--- src/design/pm_pkg.sv ---
// Purpose: shared constants, pin maps and carrier types for the port pin multiplexer
// Assumes: 21 pins numbered port 0 bits 0..7 as 0..7, port 1 as 8..15, port 2 bits 0..4 as 16..20
// Notes: mapped peripheral signals are flattened into numbered lines

package pm_pkg;

	localparam int NUM_PINS = 21;
	localparam int P1_FIRST_PIN = 8;
	localparam int NUM_MUX = 5;
	localparam int MUX_W = 3;
	localparam int NUM_LINES = 15;
	localparam int LINE_W = 4;
	localparam int NUM_AUD = 4;
	localparam int NUM_DBG = 2;
	localparam int NUM_XOSC = 2;
	localparam int NUM_ADC = 8;

	typedef logic [4:0] pm_pin_t;

	// pin owner after all overrides
	typedef enum logic [3:0] {
		OWN_GPIO, OWN_U0, OWN_U1, OWN_T1, OWN_T3, OWN_T4,
		OWN_AUDIO, OWN_DEBUG, OWN_XOSC, OWN_ADC
	} pm_owner_e;

	// index of each location-switched peripheral
	localparam int MX_U0 = 0;
	localparam int MX_U1 = 1;
	localparam int MX_T1 = 2;
	localparam int MX_T3 = 3;
	localparam int MX_T4 = 4;
	localparam pm_owner_e MUX_OWNER [NUM_MUX] = '{OWN_U0, OWN_U1, OWN_T1, OWN_T3, OWN_T4};

	// lines: serial 0 {clk/rts, ss/cts, mosi/tx, miso/rx}, serial 1 same, timer one ch0..2,
	// timer three ch0..1, timer four ch0..1
	localparam int LN_U0_RTS = 0;
	localparam int LN_U0_CTS = 1;
	localparam int LN_U1_RTS = 4;
	localparam int LN_U1_CTS = 5;
	localparam int LINE_OWNER [NUM_LINES] = '{
		MX_U0, MX_U0, MX_U0, MX_U0, MX_U1, MX_U1, MX_U1, MX_U1,
		MX_T1, MX_T1, MX_T1, MX_T3, MX_T3, MX_T4, MX_T4};
	localparam pm_pin_t LINE_PIN_LOC1 [NUM_LINES] = '{
		5'h05, 5'h04, 5'h03, 5'h02, 5'h03, 5'h02, 5'h04, 5'h05,
		5'h02, 5'h03, 5'h04, 5'h0b, 5'h0c, 5'h08, 5'h09};
	localparam pm_pin_t LINE_PIN_LOC2 [NUM_LINES] = '{
		5'h0b, 5'h0a, 5'h0d, 5'h0c, 5'h0d, 5'h0c, 5'h0e, 5'h0f,
		5'h0a, 5'h09, 5'h08, 5'h0e, 5'h0f, 5'h10, 5'h13};

	// audio port {clock, word select, rx, tx}
	localparam pm_pin_t AUD_PIN_LOC1 [NUM_AUD] = '{5'h01, 5'h00, 5'h0f, 5'h0e};
	localparam pm_pin_t AUD_PIN_LOC2 [NUM_AUD] = '{5'h13, 5'h12, 5'h11, 5'h10};
	// debug {clock, data}, crystal {q1, q2}
	localparam pm_pin_t DEBUG_PIN [NUM_DBG] = '{5'h12, 5'h11};
	localparam pm_pin_t XOSC_PIN [NUM_XOSC] = '{5'h13, 5'h14};

	localparam pm_pin_t DMA_RISE_PIN = 5'h01;
	localparam pm_pin_t DMA_FALL_PIN = 5'h0b;

	// port 0 priority field codes
	localparam logic [1:0] PRIO0_U0_FIRST = 2'h0;
	localparam logic [1:0] PRIO0_U1_FIRST = 2'h1;
	localparam logic [1:0] PRIO0_T1_OVER_U1 = 2'h2;
	localparam logic [1:0] PRIO0_T1_OVER_U0 = 2'h3;

	localparam logic [1:0] SYNC_FILL = 2'h3;

	typedef struct packed {
		logic [NUM_PINS-1:0] port_function_select;
		logic [NUM_PINS-1:0] port_direction;
		logic [NUM_PINS-1:0] port_data_out;
	} pm_gpio_cfg_s;

	typedef struct packed {
		logic timer_one_location_sel;
		logic timer_three_location_sel;
		logic timer_four_location_sel;
		logic serial1_location_sel;
		logic serial0_location_sel;
	} pm_loc_cfg_s;

	typedef struct packed {
		logic [1:0] port0_priority_field;
		logic port1_priority_bit3;
		logic port1_priority_bit2;
		logic port1_priority_bit1;
		logic port1_priority_bit0;
	} pm_prio_cfg_s;

	typedef struct packed {
		logic serial0_uart_mode;
		logic serial0_flow_en;
		logic serial1_uart_mode;
		logic serial1_flow_en;
	} pm_serial_mode_s;

	typedef struct packed {
		logic [NUM_LINES-1:0] out;
		logic [NUM_LINES-1:0] oe;
	} pm_line_drv_s;

	typedef struct packed {
		logic [NUM_AUD-1:0] out;
		logic [NUM_AUD-1:0] oe;
	} pm_aud_drv_s;

	typedef struct packed {
		logic [NUM_DBG-1:0] out;
		logic [NUM_DBG-1:0] oe;
	} pm_dbg_drv_s;

	typedef struct packed {
		logic dma_rise;
		logic dma_fall;
	} pm_state_s;

endpackage

--- src/design/pm_pin_sync.sv ---
// Purpose: two-flop synchroniser for pad inputs with edge detection
// Assumes: pins are asynchronous to clk_sys
// Notes: edges are suppressed until the pipeline has filled after reset

`timescale 1ns/10ps
`default_nettype none

module pm_pin_sync
	import pm_pkg::*;
#(
	parameter int W = NUM_PINS
) (
	// clock and reset
	input wire logic clk_sys,
	input wire logic rst_n,
	// raw pads
	input wire logic [W-1:0] pin_raw,
	// synchronised view
	output logic [W-1:0] pin_sync,
	output logic [W-1:0] pin_rise,
	output logic [W-1:0] pin_fall
);

	typedef struct packed {
		logic [W-1:0] meta;
		logic [W-1:0] sync;
		logic [W-1:0] prev;
		logic [1:0] fill;
	} pm_sync_state_s;

	pm_sync_state_s st;
	pm_sync_state_s next_st;

	always_comb begin
		next_st = st;
		next_st.meta = pin_raw;
		next_st.sync = st.meta;
		next_st.prev = st.sync;
		if (st.fill != SYNC_FILL) begin
			next_st.fill = st.fill + 2'h1;
		end
	end

	always_ff @(posedge clk_sys) begin
		if (!rst_n) begin
			st <= '0;
		end else begin
			st <= next_st;
		end
	end

	assign pin_sync = st.sync;
	assign pin_rise = (st.fill == SYNC_FILL) ? (st.sync & ~st.prev) : '0;
	assign pin_fall = (st.fill == SYNC_FILL) ? (~st.sync & st.prev) : '0;

endmodule // pm_pin_sync

`default_nettype wire

--- src/design/pm_pin_mux.sv ---
// Purpose: port pin multiplexer with peripheral locations, priorities and pin DMA requests
// Assumes: peripherals present their pin signals as numbered lines; pads resolve enables
// Notes: ownership and pad drive are combinational from the settings
// Contract
// - Rising edge on port 0 pin 1 requests DMA when select and direction are 0.
// - Falling edge on port 1 pin 3 requests DMA when select and direction are 0.
// - Outputs and peripheral pins never produce a pin DMA request.
// - Select bit 1 hands the pin to its peripheral; 0 keeps general-purpose control.
// - Serial units and timers one, three, four each choose between two locations.
// - Serial unit 0 pins: port 0 bits 5..2 or port 1 bits 5..2.
// - Serial unit 1 pins: port 0 bits 5..2 or port 1 bits 7..4.
// - Timer one channels: port 0 bits 2..4 or port 1 bits 2..0.
// - Timer three channels: port 1 bits 3,4 or port 1 bits 6,7.
// - Timer four channels: port 1 bits 0,1 or port 2 bits 0,3.
// - Crystal, debug and converter pins sit at fixed locations; audio picks one of two.
// - Port 0 field 00 favours serial unit 0, 01 serial unit 1.
// - Port 0 field 10: timer one beats serial 1; 11: beats serial 0.
// - UART without flow control frees its flow-control pins on port 0.
// - Serial 0 UART without flow control leaves port 1 pins to others.
// - Port 1 bits 3 and 0 low: serial unit 0 wins on port 1.
// - Port 1 bit 3 high, bit 2 low: serial unit 1 wins.
// - Port 1 bit 1 low, bit 0 high: timer one beats timer four, serial 0.
// - Port 1 bit 2 high: timer three beats serial unit 1.
// - Port 1 bit 1 high: timer four beats timer one.
// - Direction bit 1 makes a general-purpose pin an output; reset gives inputs.
// - Enabled audio port owns its pins over all but the debug link and the crystal.

`timescale 1ns/10ps
`default_nettype none

module pm_pin_mux
	import pm_pkg::*;
(
	// clock and reset
	input wire logic clk_sys,
	input wire logic rst_n,
	// pads
	input wire logic [NUM_PINS-1:0] pin_in,
	output logic [NUM_PINS-1:0] pin_out,
	output logic [NUM_PINS-1:0] pin_oe,
	output logic [NUM_PINS-1:0] pin_analog,
	output logic [NUM_PINS-1:0] pin_level,
	output var pm_owner_e [NUM_PINS-1:0] pin_owner,
	// general-purpose and routing settings
	input wire pm_gpio_cfg_s gpio_cfg,
	input wire pm_loc_cfg_s peripheral_location_control,
	input wire pm_prio_cfg_s prio_cfg,
	input wire pm_serial_mode_s serial_mode,
	input wire logic [NUM_ADC-1:0] adc_input_en,
	input wire logic xosc_active,
	// location-switched peripherals
	input wire pm_line_drv_s line_drv,
	output logic [NUM_LINES-1:0] line_in,
	// audio serial port
	input wire logic audio_port_enable,
	input wire logic audio_location_sel,
	input wire pm_aud_drv_s aud_drv,
	output logic [NUM_AUD-1:0] aud_in,
	// debug link
	input wire logic debug_enable,
	input wire pm_dbg_drv_s dbg_drv,
	output logic [NUM_DBG-1:0] dbg_in,
	// pin DMA requests
	output logic pin_dma_req_rise,
	output logic pin_dma_req_fall
);

	pm_state_s st;
	pm_state_s next_st;

	logic [NUM_PINS-1:0] pin_rise;
	logic [NUM_PINS-1:0] pin_fall;
	logic [NUM_MUX-1:0] loc;
	logic [NUM_LINES-1:0] released;
	logic [NUM_PINS-1:0][NUM_MUX-1:0] claim;
	logic [NUM_PINS-1:0][NUM_MUX-1:0][LINE_W-1:0] line_at;
	logic [NUM_PINS-1:0][LINE_W-1:0] win_line;
	logic [NUM_MUX-1:0][NUM_MUX-1:0] beat_p0;
	logic [NUM_MUX-1:0][NUM_MUX-1:0] beat_p1;

	pm_pin_sync #(
		.W(NUM_PINS)
	) u_sync (
		.clk_sys(clk_sys),
		.rst_n(rst_n),
		.pin_raw(pin_in),
		.pin_sync(pin_level),
		.pin_rise(pin_rise),
		.pin_fall(pin_fall)
	);

	// a claimant wins if it beats every other claimant; with no clear winner the
	// lowest index is taken so the pin still has one defined owner
	function automatic logic [MUX_W-1:0] pick_winner(
		input logic [NUM_MUX-1:0] c,
		input logic [NUM_MUX-1:0][NUM_MUX-1:0] b
	);
		logic [MUX_W-1:0] w;
		logic found;
		logic ok;
		w = '0;
		found = 1'b0;
		for (int k = 0; k < NUM_MUX; k++) begin
			ok = c[k];
			for (int m = 0; m < NUM_MUX; m++) begin
				if (m != k && c[m] && !b[k][m]) begin
					ok = 1'b0;
				end
			end
			if (ok && !found) begin
				w = MUX_W'(k);
				found = 1'b1;
			end
		end
		for (int k = NUM_MUX - 1; k >= 0; k--) begin
			if (!found && c[k]) begin
				w = MUX_W'(k);
			end
		end
		return w;
	endfunction

	// settings decode
	always_comb begin
		loc[MX_U0] = peripheral_location_control.serial0_location_sel;
		loc[MX_U1] = peripheral_location_control.serial1_location_sel;
		loc[MX_T1] = peripheral_location_control.timer_one_location_sel;
		loc[MX_T3] = peripheral_location_control.timer_three_location_sel;
		loc[MX_T4] = peripheral_location_control.timer_four_location_sel;
		// uart with no flow control gives up its rts/cts pins
		released = '0;
		released[LN_U0_RTS] = serial_mode.serial0_uart_mode && !serial_mode.serial0_flow_en;
		released[LN_U0_CTS] = released[LN_U0_RTS];
		released[LN_U1_RTS] = serial_mode.serial1_uart_mode && !serial_mode.serial1_flow_en;
		released[LN_U1_CTS] = released[LN_U1_RTS];
		// default order where nothing is set: lower index wins
		for (int k = 0; k < NUM_MUX; k++) begin
			for (int m = 0; m < NUM_MUX; m++) begin
				beat_p0[k][m] = (k < m);
				beat_p1[k][m] = (k < m);
			end
		end
		beat_p0[MX_U0][MX_U1] = prio_cfg.port0_priority_field != PRIO0_U1_FIRST;
		beat_p0[MX_U1][MX_U0] = prio_cfg.port0_priority_field == PRIO0_U1_FIRST;
		beat_p0[MX_T1][MX_U1] = prio_cfg.port0_priority_field == PRIO0_T1_OVER_U1;
		beat_p0[MX_U1][MX_T1] = prio_cfg.port0_priority_field != PRIO0_T1_OVER_U1;
		beat_p0[MX_T1][MX_U0] = prio_cfg.port0_priority_field == PRIO0_T1_OVER_U0;
		beat_p0[MX_U0][MX_T1] = prio_cfg.port0_priority_field != PRIO0_T1_OVER_U0;
		beat_p1[MX_U0][MX_U1] = !prio_cfg.port1_priority_bit3;
		beat_p1[MX_U1][MX_U0] = prio_cfg.port1_priority_bit3;
		beat_p1[MX_U0][MX_T1] = !prio_cfg.port1_priority_bit0;
		beat_p1[MX_T1][MX_U0] = prio_cfg.port1_priority_bit0;
		beat_p1[MX_U1][MX_T3] = !prio_cfg.port1_priority_bit2;
		beat_p1[MX_T3][MX_U1] = prio_cfg.port1_priority_bit2;
		beat_p1[MX_T1][MX_T4] = !prio_cfg.port1_priority_bit1;
		beat_p1[MX_T4][MX_T1] = prio_cfg.port1_priority_bit1;
	end

	// claims, ownership and pad drive
	always_comb begin
		pm_pin_t p;
		logic [MUX_W-1:0] k;
		claim = '0;
		line_at = '0;
		win_line = '0;
		pin_owner = '{default: OWN_GPIO};
		pin_out = '0;
		pin_oe = '0;
		pin_analog = '0;
		line_in = '0;
		aud_in = '0;
		dbg_in = '0;
		p = '0;
		k = '0;
		// each line claims its pin at the chosen location when the pin is selected
		for (int j = 0; j < NUM_LINES; j++) begin
			p = loc[LINE_OWNER[j]] ? LINE_PIN_LOC2[j] : LINE_PIN_LOC1[j];
			if (gpio_cfg.port_function_select[p] && !released[j]) begin
				claim[p][LINE_OWNER[j]] = 1'b1;
				line_at[p][LINE_OWNER[j]] = LINE_W'(j);
			end
		end
		for (int q = 0; q < NUM_PINS; q++) begin
			if (|claim[q]) begin
				k = (q < P1_FIRST_PIN) ? pick_winner(claim[q], beat_p0) : pick_winner(claim[q], beat_p1);
				pin_owner[q] = MUX_OWNER[k];
				win_line[q] = line_at[q][k];
			end
		end
		// fixed functions, lowest precedence first
		for (int a = 0; a < NUM_ADC; a++) begin
			if (adc_input_en[a]) begin
				pin_owner[a] = OWN_ADC;
			end
		end
		for (int a = 0; a < NUM_AUD; a++) begin
			p = audio_location_sel ? AUD_PIN_LOC2[a] : AUD_PIN_LOC1[a];
			if (audio_port_enable) begin
				pin_owner[p] = OWN_AUDIO;
			end
		end
		for (int a = 0; a < NUM_XOSC; a++) begin
			if (xosc_active) begin
				pin_owner[XOSC_PIN[a]] = OWN_XOSC;
			end
		end
		for (int a = 0; a < NUM_DBG; a++) begin
			if (debug_enable) begin
				pin_owner[DEBUG_PIN[a]] = OWN_DEBUG;
			end
		end
		// pad drive by owner
		for (int q = 0; q < NUM_PINS; q++) begin
			case (pin_owner[q])
				OWN_GPIO: begin
					pin_out[q] = gpio_cfg.port_data_out[q];
					// selected pin with no claimant is left undriven
					pin_oe[q] = gpio_cfg.port_direction[q] && !gpio_cfg.port_function_select[q];
				end
				OWN_ADC, OWN_XOSC: begin
					pin_analog[q] = 1'b1;
				end
				OWN_AUDIO, OWN_DEBUG: begin
				end
				default: begin
					pin_out[q] = line_drv.out[win_line[q]];
					pin_oe[q] = line_drv.oe[win_line[q]];
				end
			endcase
		end
		// each line sees its pad only while it owns it
		for (int j = 0; j < NUM_LINES; j++) begin
			p = loc[LINE_OWNER[j]] ? LINE_PIN_LOC2[j] : LINE_PIN_LOC1[j];
			if (pin_owner[p] == MUX_OWNER[LINE_OWNER[j]] && win_line[p] == LINE_W'(j)) begin
				line_in[j] = pin_level[p];
			end
		end
		for (int a = 0; a < NUM_AUD; a++) begin
			p = audio_location_sel ? AUD_PIN_LOC2[a] : AUD_PIN_LOC1[a];
			if (pin_owner[p] == OWN_AUDIO) begin
				pin_out[p] = aud_drv.out[a];
				pin_oe[p] = aud_drv.oe[a];
				aud_in[a] = pin_level[p];
			end
		end
		for (int a = 0; a < NUM_DBG; a++) begin
			p = DEBUG_PIN[a];
			if (pin_owner[p] == OWN_DEBUG) begin
				pin_out[p] = dbg_drv.out[a];
				pin_oe[p] = dbg_drv.oe[a];
				dbg_in[a] = pin_level[p];
			end
		end
	end

	// pin DMA requests: one-cycle pulse after a qualified edge
	always_comb begin
		next_st = st;
		next_st.dma_rise = pin_rise[DMA_RISE_PIN]
			&& !gpio_cfg.port_function_select[DMA_RISE_PIN]
			&& !gpio_cfg.port_direction[DMA_RISE_PIN]
			&& pin_owner[DMA_RISE_PIN] == OWN_GPIO;
		next_st.dma_fall = pin_fall[DMA_FALL_PIN]
			&& !gpio_cfg.port_function_select[DMA_FALL_PIN]
			&& !gpio_cfg.port_direction[DMA_FALL_PIN]
			&& pin_owner[DMA_FALL_PIN] == OWN_GPIO;
	end

	always_ff @(posedge clk_sys) begin
		if (!rst_n) begin
			st <= '0;
		end else begin
			st <= next_st;
		end
	end

	assign pin_dma_req_rise = st.dma_rise;
	assign pin_dma_req_fall = st.dma_fall;

endmodule // pm_pin_mux

`default_nettype wire

--- config.mk ---
export PLATFORM = sky130hd
export DESIGN_NAME = pm_pin_mux
export DESIGN_NICKNAME = d
export VERILOG_FILES = /design/src/design/pm_pkg.sv /design/src/design/pm_pin_sync.sv /design/src/design/pm_pin_mux.sv
export SDC_FILE = /design/constraint.sdc
export NUM_CORES = 1
export LEC_CHECK = 0
export BUFFER_PORTS_ARGS = -buffer_cell sky130_fd_sc_hd__buf_4
export CORE_AREA = 2 2 135 137
export CTS_CLUSTER_SIZE = 25
export DETAILED_ROUTE_END_ITERATION = 10
export DIE_AREA = 0 0 137 139
export GPL_ROUTABILITY_DRIVEN = 0
export SYNTH_ARGS = -nofsm -noshare
export SYNTH_HDL_FRONTEND = slang
export SYNTH_SLANG_ARGS = --single-unit
--- constraint.sdc ---
create_clock -name clk_sys -period 4.94 [get_ports clk_sys]
set_input_delay 0.988 -clock clk_sys [delete_from_list [all_inputs] [get_ports clk_sys]]
set_output_delay 0.988 -clock clk_sys [all_outputs]
set_load 0.01 [all_outputs]
==> results.md, run 1 <==
- Status: completed
- Post-layout util: 37.7%
- Final slew viol count: 0
- Least-Margin Pin Slew: 0.728 ns
- CP dominant cell by count: buf_4
- Vias in the first global route: 4794
- Top layer in use: met4
- Syn avg cell area: 7.38 sq um
- Vias: 5098
- R2R depth: 3
- Hpwl dp: 16500 um
- Initial DRC Count: 222
- Critical-path maximum fanout: 7
- Root Driver: clkbuf_16
- RSZ-0062 raised after global routing: no
- Hold Path End: u_sync.pin_sync[16]$_SDFF_PN0_
- PwrDens: 192 mW/mm^2
- DRT Pass-1 Iters: 5
- Seq cells post-synth: 48
- GRT Resource Usage Total: 19.5%
- # hold bufs at CTS: 0
- Worst Setup End Kind: output pin
- Reg2Reg Setup Slack: 3.96 ns
- Leakage: 3.29 nW
- Core region area: 0.0177 sq mm
- Period minus WS final: 4.31 ns
- WP data arrival: 3.32 ns
- Area grow syn2layout: 48.7%
- Synth Warn #: 0
- Wirelength per Cell: 18.1 um
- Total grt overflow: 0
- Hold path depth: 1
- Met3 WL: 1790 um
- Peak Freq: 0.232 GHz
- Synth unique cells: 71
- Sink Count: 48
- Clock Latency Late Sink: 0.29 ns
- Fillers: 1911
- Worst path top cell family by delay: compound AO/OA/AOI/OAI gates
- Share of cells above drive strength 1: 40.6%
- Total setup buffers inserted after CTS: 0
- Initial Util: 25.3%
- CP required: 3.95 ns
- Max stage delay on crit path: 0.40 ns
- Ports: 346
- Nets: 1013
- Final hold viol count: 0
- IO Port Bufs: 308
- Initial antenna violation count: 0
- Post-CTS resize count: 0
- Clk buf depth: 2
- Type of origin of the critical path: input pin
- Setup WS pre-CTS: 0.680 ns
- Endpoints failing setup: 0
- FP Rows: 49
- Reg-to-Reg End: u_sync.st[1]$_SDFFE_PN0P_
- Critical R2R Launch: u_sync.st[0]$_SDFFE_PN0P_
- Tot Pwr: 1.28 mW
- Commonest non-fill, non-tap cell in the layout: buf_4
- Met2 routed WL: 9140 um
- Worst vdd ir: 0.213 mV
- Htree depth: 2
- Antenna violation net count after detailed routing: 0
- Hold Startpoint: u_sync.next_st[39]$_SDFF_PN0_
- Final Cycle Share: 87.3%
- Synth Instances: 606
- Die Wd: 137 um
- Hold Path Class: reg2reg
- Post-Syn Area: 0.00447 sq mm
- CP cell instances: buf_4 > nor2b_1 > buf_4 > o31ai_2 > a211o_1 > inv_2 > ha_1 > and3_1 > a21oi_1 > nor2_1 > o31ai_1 > buf_4
- Setup Skew: 0.00437 ns
- Largest net degree at the start of global routing: 48
- Die area: 0.0190 sq mm
- Clock transition at path regs: 0.06 ns
- Top FF cell, synth: dfxtp_1
- CP Class: in2out
- Max-cap viol count: 0
- WL met1: 8290 um
- CTS buffer count: 5
- Die Ht: 139 um
- Async SR Flop Fraction: 0%
- Antenna fix cells: 0
- Sequential share of the synthesized area: 21.5%
- Number of vias per cell: 4.72
- DRC viols: 0
- First-pass GRT wire length: 28300 um
- Slew HR: 51.4%
- CTS tree: built
- Final worst slack: 0.628 ns
- WL final: 19600 um
- Commonest non-fill, non-tap cells in the layout: 311 x buf_4, 54 x and2_1, 50 x nor2_1
- EDFF count, synth: 0
- Worst path buffer plus inverter count: 4
- Slowest cell on the critical path: a211o_1
- Final TNS setup: 0 ns
[logic make-up (layout without fill, tap and decap cells)]
logic type | after synthesis | count (layout) | synth area share, %
AND/OR/NAND/NOR | 250 | 250 | 29.6
AO/OA/AOI/OAI | 140 | 140 | 22.8
flip-flops | 48 | 48 | 21.5
XOR/XNOR | 1 | 1 | 0.196
multiplexers | 23 | 23 | 5.31
buffers and inverters | 136 | 346 | 18.6
other | 1 | 37 | 0.0838
adder cells (fa/ha/maj) | 7 | 7 | 1.96
[cells in the mapped netlist, types with 7 or more instances]
cell | count | area share [%]
a21oi_1 | 26 | 2.9
a31oi_1 | 8 | 1.1
a32o_1 | 8 | 1.8
and2_1 | 54 | 7.6
buf_4 | 83 | 14
clkbuf_1 | 19 | 1.6
dfxtp_1 | 48 | 21
ha_1 | 7 | 2.0
inv_1 | 26 | 2.2
mux2i_1 | 17 | 3.8
nand2_1 | 42 | 3.5
nand2b_1 | 14 | 2.0
nand3_1 | 28 | 3.1
nor2_1 | 50 | 4.2
nor2b_1 | 17 | 2.4
nor3_1 | 11 | 1.2
nor3b_1 | 8 | 1.3
o21ai_0 | 28 | 3.1
[flip-flops by register name (all words and copies together), names as in the netlist]
name / flops
u_sync.st: 4
pin_dma_req_fall: 1
u_sync.pin_sync: 21
pin_dma_req_rise: 1
u_sync.next_st: 21
[area by class of cell]
class / instances / area, sq um / area share, %
Multi-Input combinational cell: 458 / 2820 / 42.3
Tap cell: 229 / 287 / 4.31
Timing Repair Buffer: 311 / 2330 / 35.1
Sequential cell: 48 / 961 / 14.4
Clock buffer: 6 / 139 / 2.09
Clock inverter: 2 / 15.0 / 0.226
Inverter: 27 / 101 / 1.52
[metal layers]
metal	vias up	global-route usage (%)
met5	-	0
met1	2342	25.8
li1	2493	-
met4	0	4.34
met2	243	31.5
met3	20	5.23
[stage by stage]
step                std cells  cell area (sq um)  hold WS, ns
finish                   1081               6660        0.429
global route             1081               6660        0.442
CTS                      1081               6660        0.433
detailed placement       1073               6500        0.417
global placement         1073               6500        0.413
floorplan                 642               4610        0.412
[power breakdown]
group,internal (mW),total [mW],switching (mW)
Clock,0.201,0.342,0.141
Combinational,0.253,0.517,0.264
Sequential,0.407,0.421,0.0136
Total,0.861,1.28,0.418
[how the worst max path moves through the flow]
stage	cells after the start	slack [ns]	startpoint	endpoint
2_1_floorplan	10	1.10	prio_cfg[4]	pin_oe[3]
3_3_place_gp	12	0.71	serial_mode[0]	pin_oe[3]
6_report	12	0.63	serial_mode[0]	pin_oe[3]
5_1_grt	12	0.45	serial_mode[0]	pin_oe[3]
3_5_place_dp	12	0.68	serial_mode[0]	pin_oe[3]
4_1_cts	12	0.67	serial_mode[0]	pin_oe[3]
Power figures use the tool's default switching activity.
==> run 2, diff against run 1 <==
- CORE_AREA: 2 2 135 137 -> 2 2 136 138
- DIE_AREA: 0 0 137 139 -> 0 0 138 140
- GPL_ROUTABILITY_DRIVEN: 0 -> not set
- clock period: 4.94 -> 4.1 ns (I/O delays scaled with it)
==> results.md, run 2 (same netlist as run 1, synthesis figures left out) <==
- Final TNS setup: 0 ns
- Total grt overflow: 0
- Placed insts: 1076
- Area grow syn2layout: 49.9%
- Worst path top cell family by delay: simple AND/OR/NAND/NOR gates
- DRC viols: 0
- Die Wd: 138 um
- Sink Count: 48
- Share of cells above drive strength 1: 40.7%
- R2R depth: 3
- CP cell instances: buf_4 > nor2b_1 > buf_4 > or3_1 > nor2_1 > ha_1 > and3_1 > a21oi_1 > nor2_1 > o31ai_1 > buf_4
- Status: completed
- Hold path depth: 1
- Least-Margin Pin Slew: 0.788 ns
- GRT Resource Usage Total: 19.7%
- Hold Startpoint: u_sync.next_st[31]$_SDFF_PN0_
- RSZ-0062 raised after global routing: no
- # hold bufs at CTS: 0
- Clk buf depth: 2
- Type of origin of the critical path: input pin
- Root Driver: clkbuf_16
- IO Port Bufs: 308
- Number of vias per cell: 4.79
- CP dominant cell by count: buf_4
- Leakage: 3.33 nW
- CP Class: in2out
- Final hold viol count: 0
- Reg-to-Reg End: u_sync.st[0]$_SDFFE_PN0P_
- Critical R2R Launch: u_sync.st[0]$_SDFFE_PN0P_
- Period minus WS final: 3.75 ns
- Fillers: 1899
- WP data arrival: 2.93 ns
- Slowest cell on the critical path: or3_1
- Worst Setup End Kind: output pin
- Total setup buffers inserted after CTS: 0
- Antenna fix cells: 0
- Post-CTS resize count: 0
- CP required: 3.28 ns
- CTS buffer count: 5
- DRT Pass-1 Iters: 5
- Peak Freq: 0.267 GHz
- Wirelength per Cell: 18.7 um
- Initial antenna violation count: 0
- Core region area: 0.0178 sq mm
- Commonest non-fill, non-tap cells in the layout: 314 x buf_4, 54 x and2_1, 50 x nor2_1
- Hold Path End: u_sync.pin_sync[8]$_SDFF_PN0_
- Clock transition at path regs: 0.06 ns
- Die Ht: 140 um
- Antenna violation net count after detailed routing: 0
- Nets: 1016
- Placer Congestion: 0.877
- Htree depth: 2
- Fin cells: 1083
- Worst path buffer plus inverter count: 3
- Hpwl dp: 17100 um
- Initial Util: 25.2%
- Vias: 5185
- First-pass GRT wire length: 29800 um
- Largest net degree at the start of global routing: 48
- Final slew viol count: 0
- Final Cycle Share: 91.5%
- Worst vdd ir: 0.254 mV
- Initial DRC Count: 319
- Ports: 346
- Reg2Reg Setup Slack: 3.13 ns
- Max-cap viol count: 0
- Critical path depth in cells: 11
- Commonest non-fill, non-tap cell in the layout: buf_4
- Critical-path maximum fanout: 8
- Setup Skew: 0.00336 ns
- Slew HR: 46.6%
- Fin Hold WS: 0.431 ns
- Max stage delay on crit path: 0.41 ns
- Endpoints failing setup: 0
- Vias in the first global route: 4927
- Clock Latency Late Sink: 0.28 ns
- FP Rows: 49
- PwrDens: 246 mW/mm^2
- Die area: 0.0193 sq mm
- WL final: 20200 um
- CTS tree: built
- Hold Path Class: reg2reg
run 2: worst register-to-register path: cells and delay by family (launching register included):
kind                       cells  cell delay (ns)
DFF                            1             0.32
adders and majority gates      1             0.26
and+or+nand+nor                1             0.15
xor gates and xnor gates       1             0.14
run 2: how the worst max path moves through the flow:
stage | from | to | slack [ns]
detailed placement | serial_mode[1] | pin_out[12] | 0.36
finish | serial_mode[1] | pin_oe[3] | 0.35
floorplan | prio_cfg[4] | pin_oe[3] | 0.60
CTS | serial_mode[1] | pin_out[12] | 0.36
global placement | serial_mode[1] | pin_out[12] | 0.34
global route | serial_mode[1] | pin_oe[3] | 0.14
run 2: final cells by class:
cell class                      instances  area [sq um]  share of cell area (%)
Tap cell                              229           287                    4.27
Inverter                               27           101                    1.51
Sequential cell                        48           961                    14.3
Clock inverter                          2          60.1                   0.895
Multi-Input combinational cell        458          2820                    42.0
Timing Repair Buffer                  314          2360                    35.1
Clock buffer                            5           125                    1.86
run 2: through the flow:
stage,setup slack [ns],cell area (sq um),power (mW),utilization (%)
6_report,0.348,6710,1.65,37.7
5_1_grt,0.142,6710,1.74,37.7
4_1_cts,0.360,6710,1.67,37.7
3_5_place_dp,0.360,6520,1.15,36.7
3_3_place_gp,0.336,6520,1.14,36.7
2_1_floorplan,0.596,4610,0.852,-
run 2: power by group:
part	internal [mW]	switching, mW
clock network	0.346	0.166
logic	0.307	0.322
registers	0.491	0.0166
total	1.14	0.505
run 2: layer usage:
metal	wire length, um	up-vias	GRT usage (%)
li1	-	2498	-
met1	8630	2399	26.1
met2	9350	261	31.8
met3	1650	27	4.38
met4	612	0	6.71
met5	0	-	0
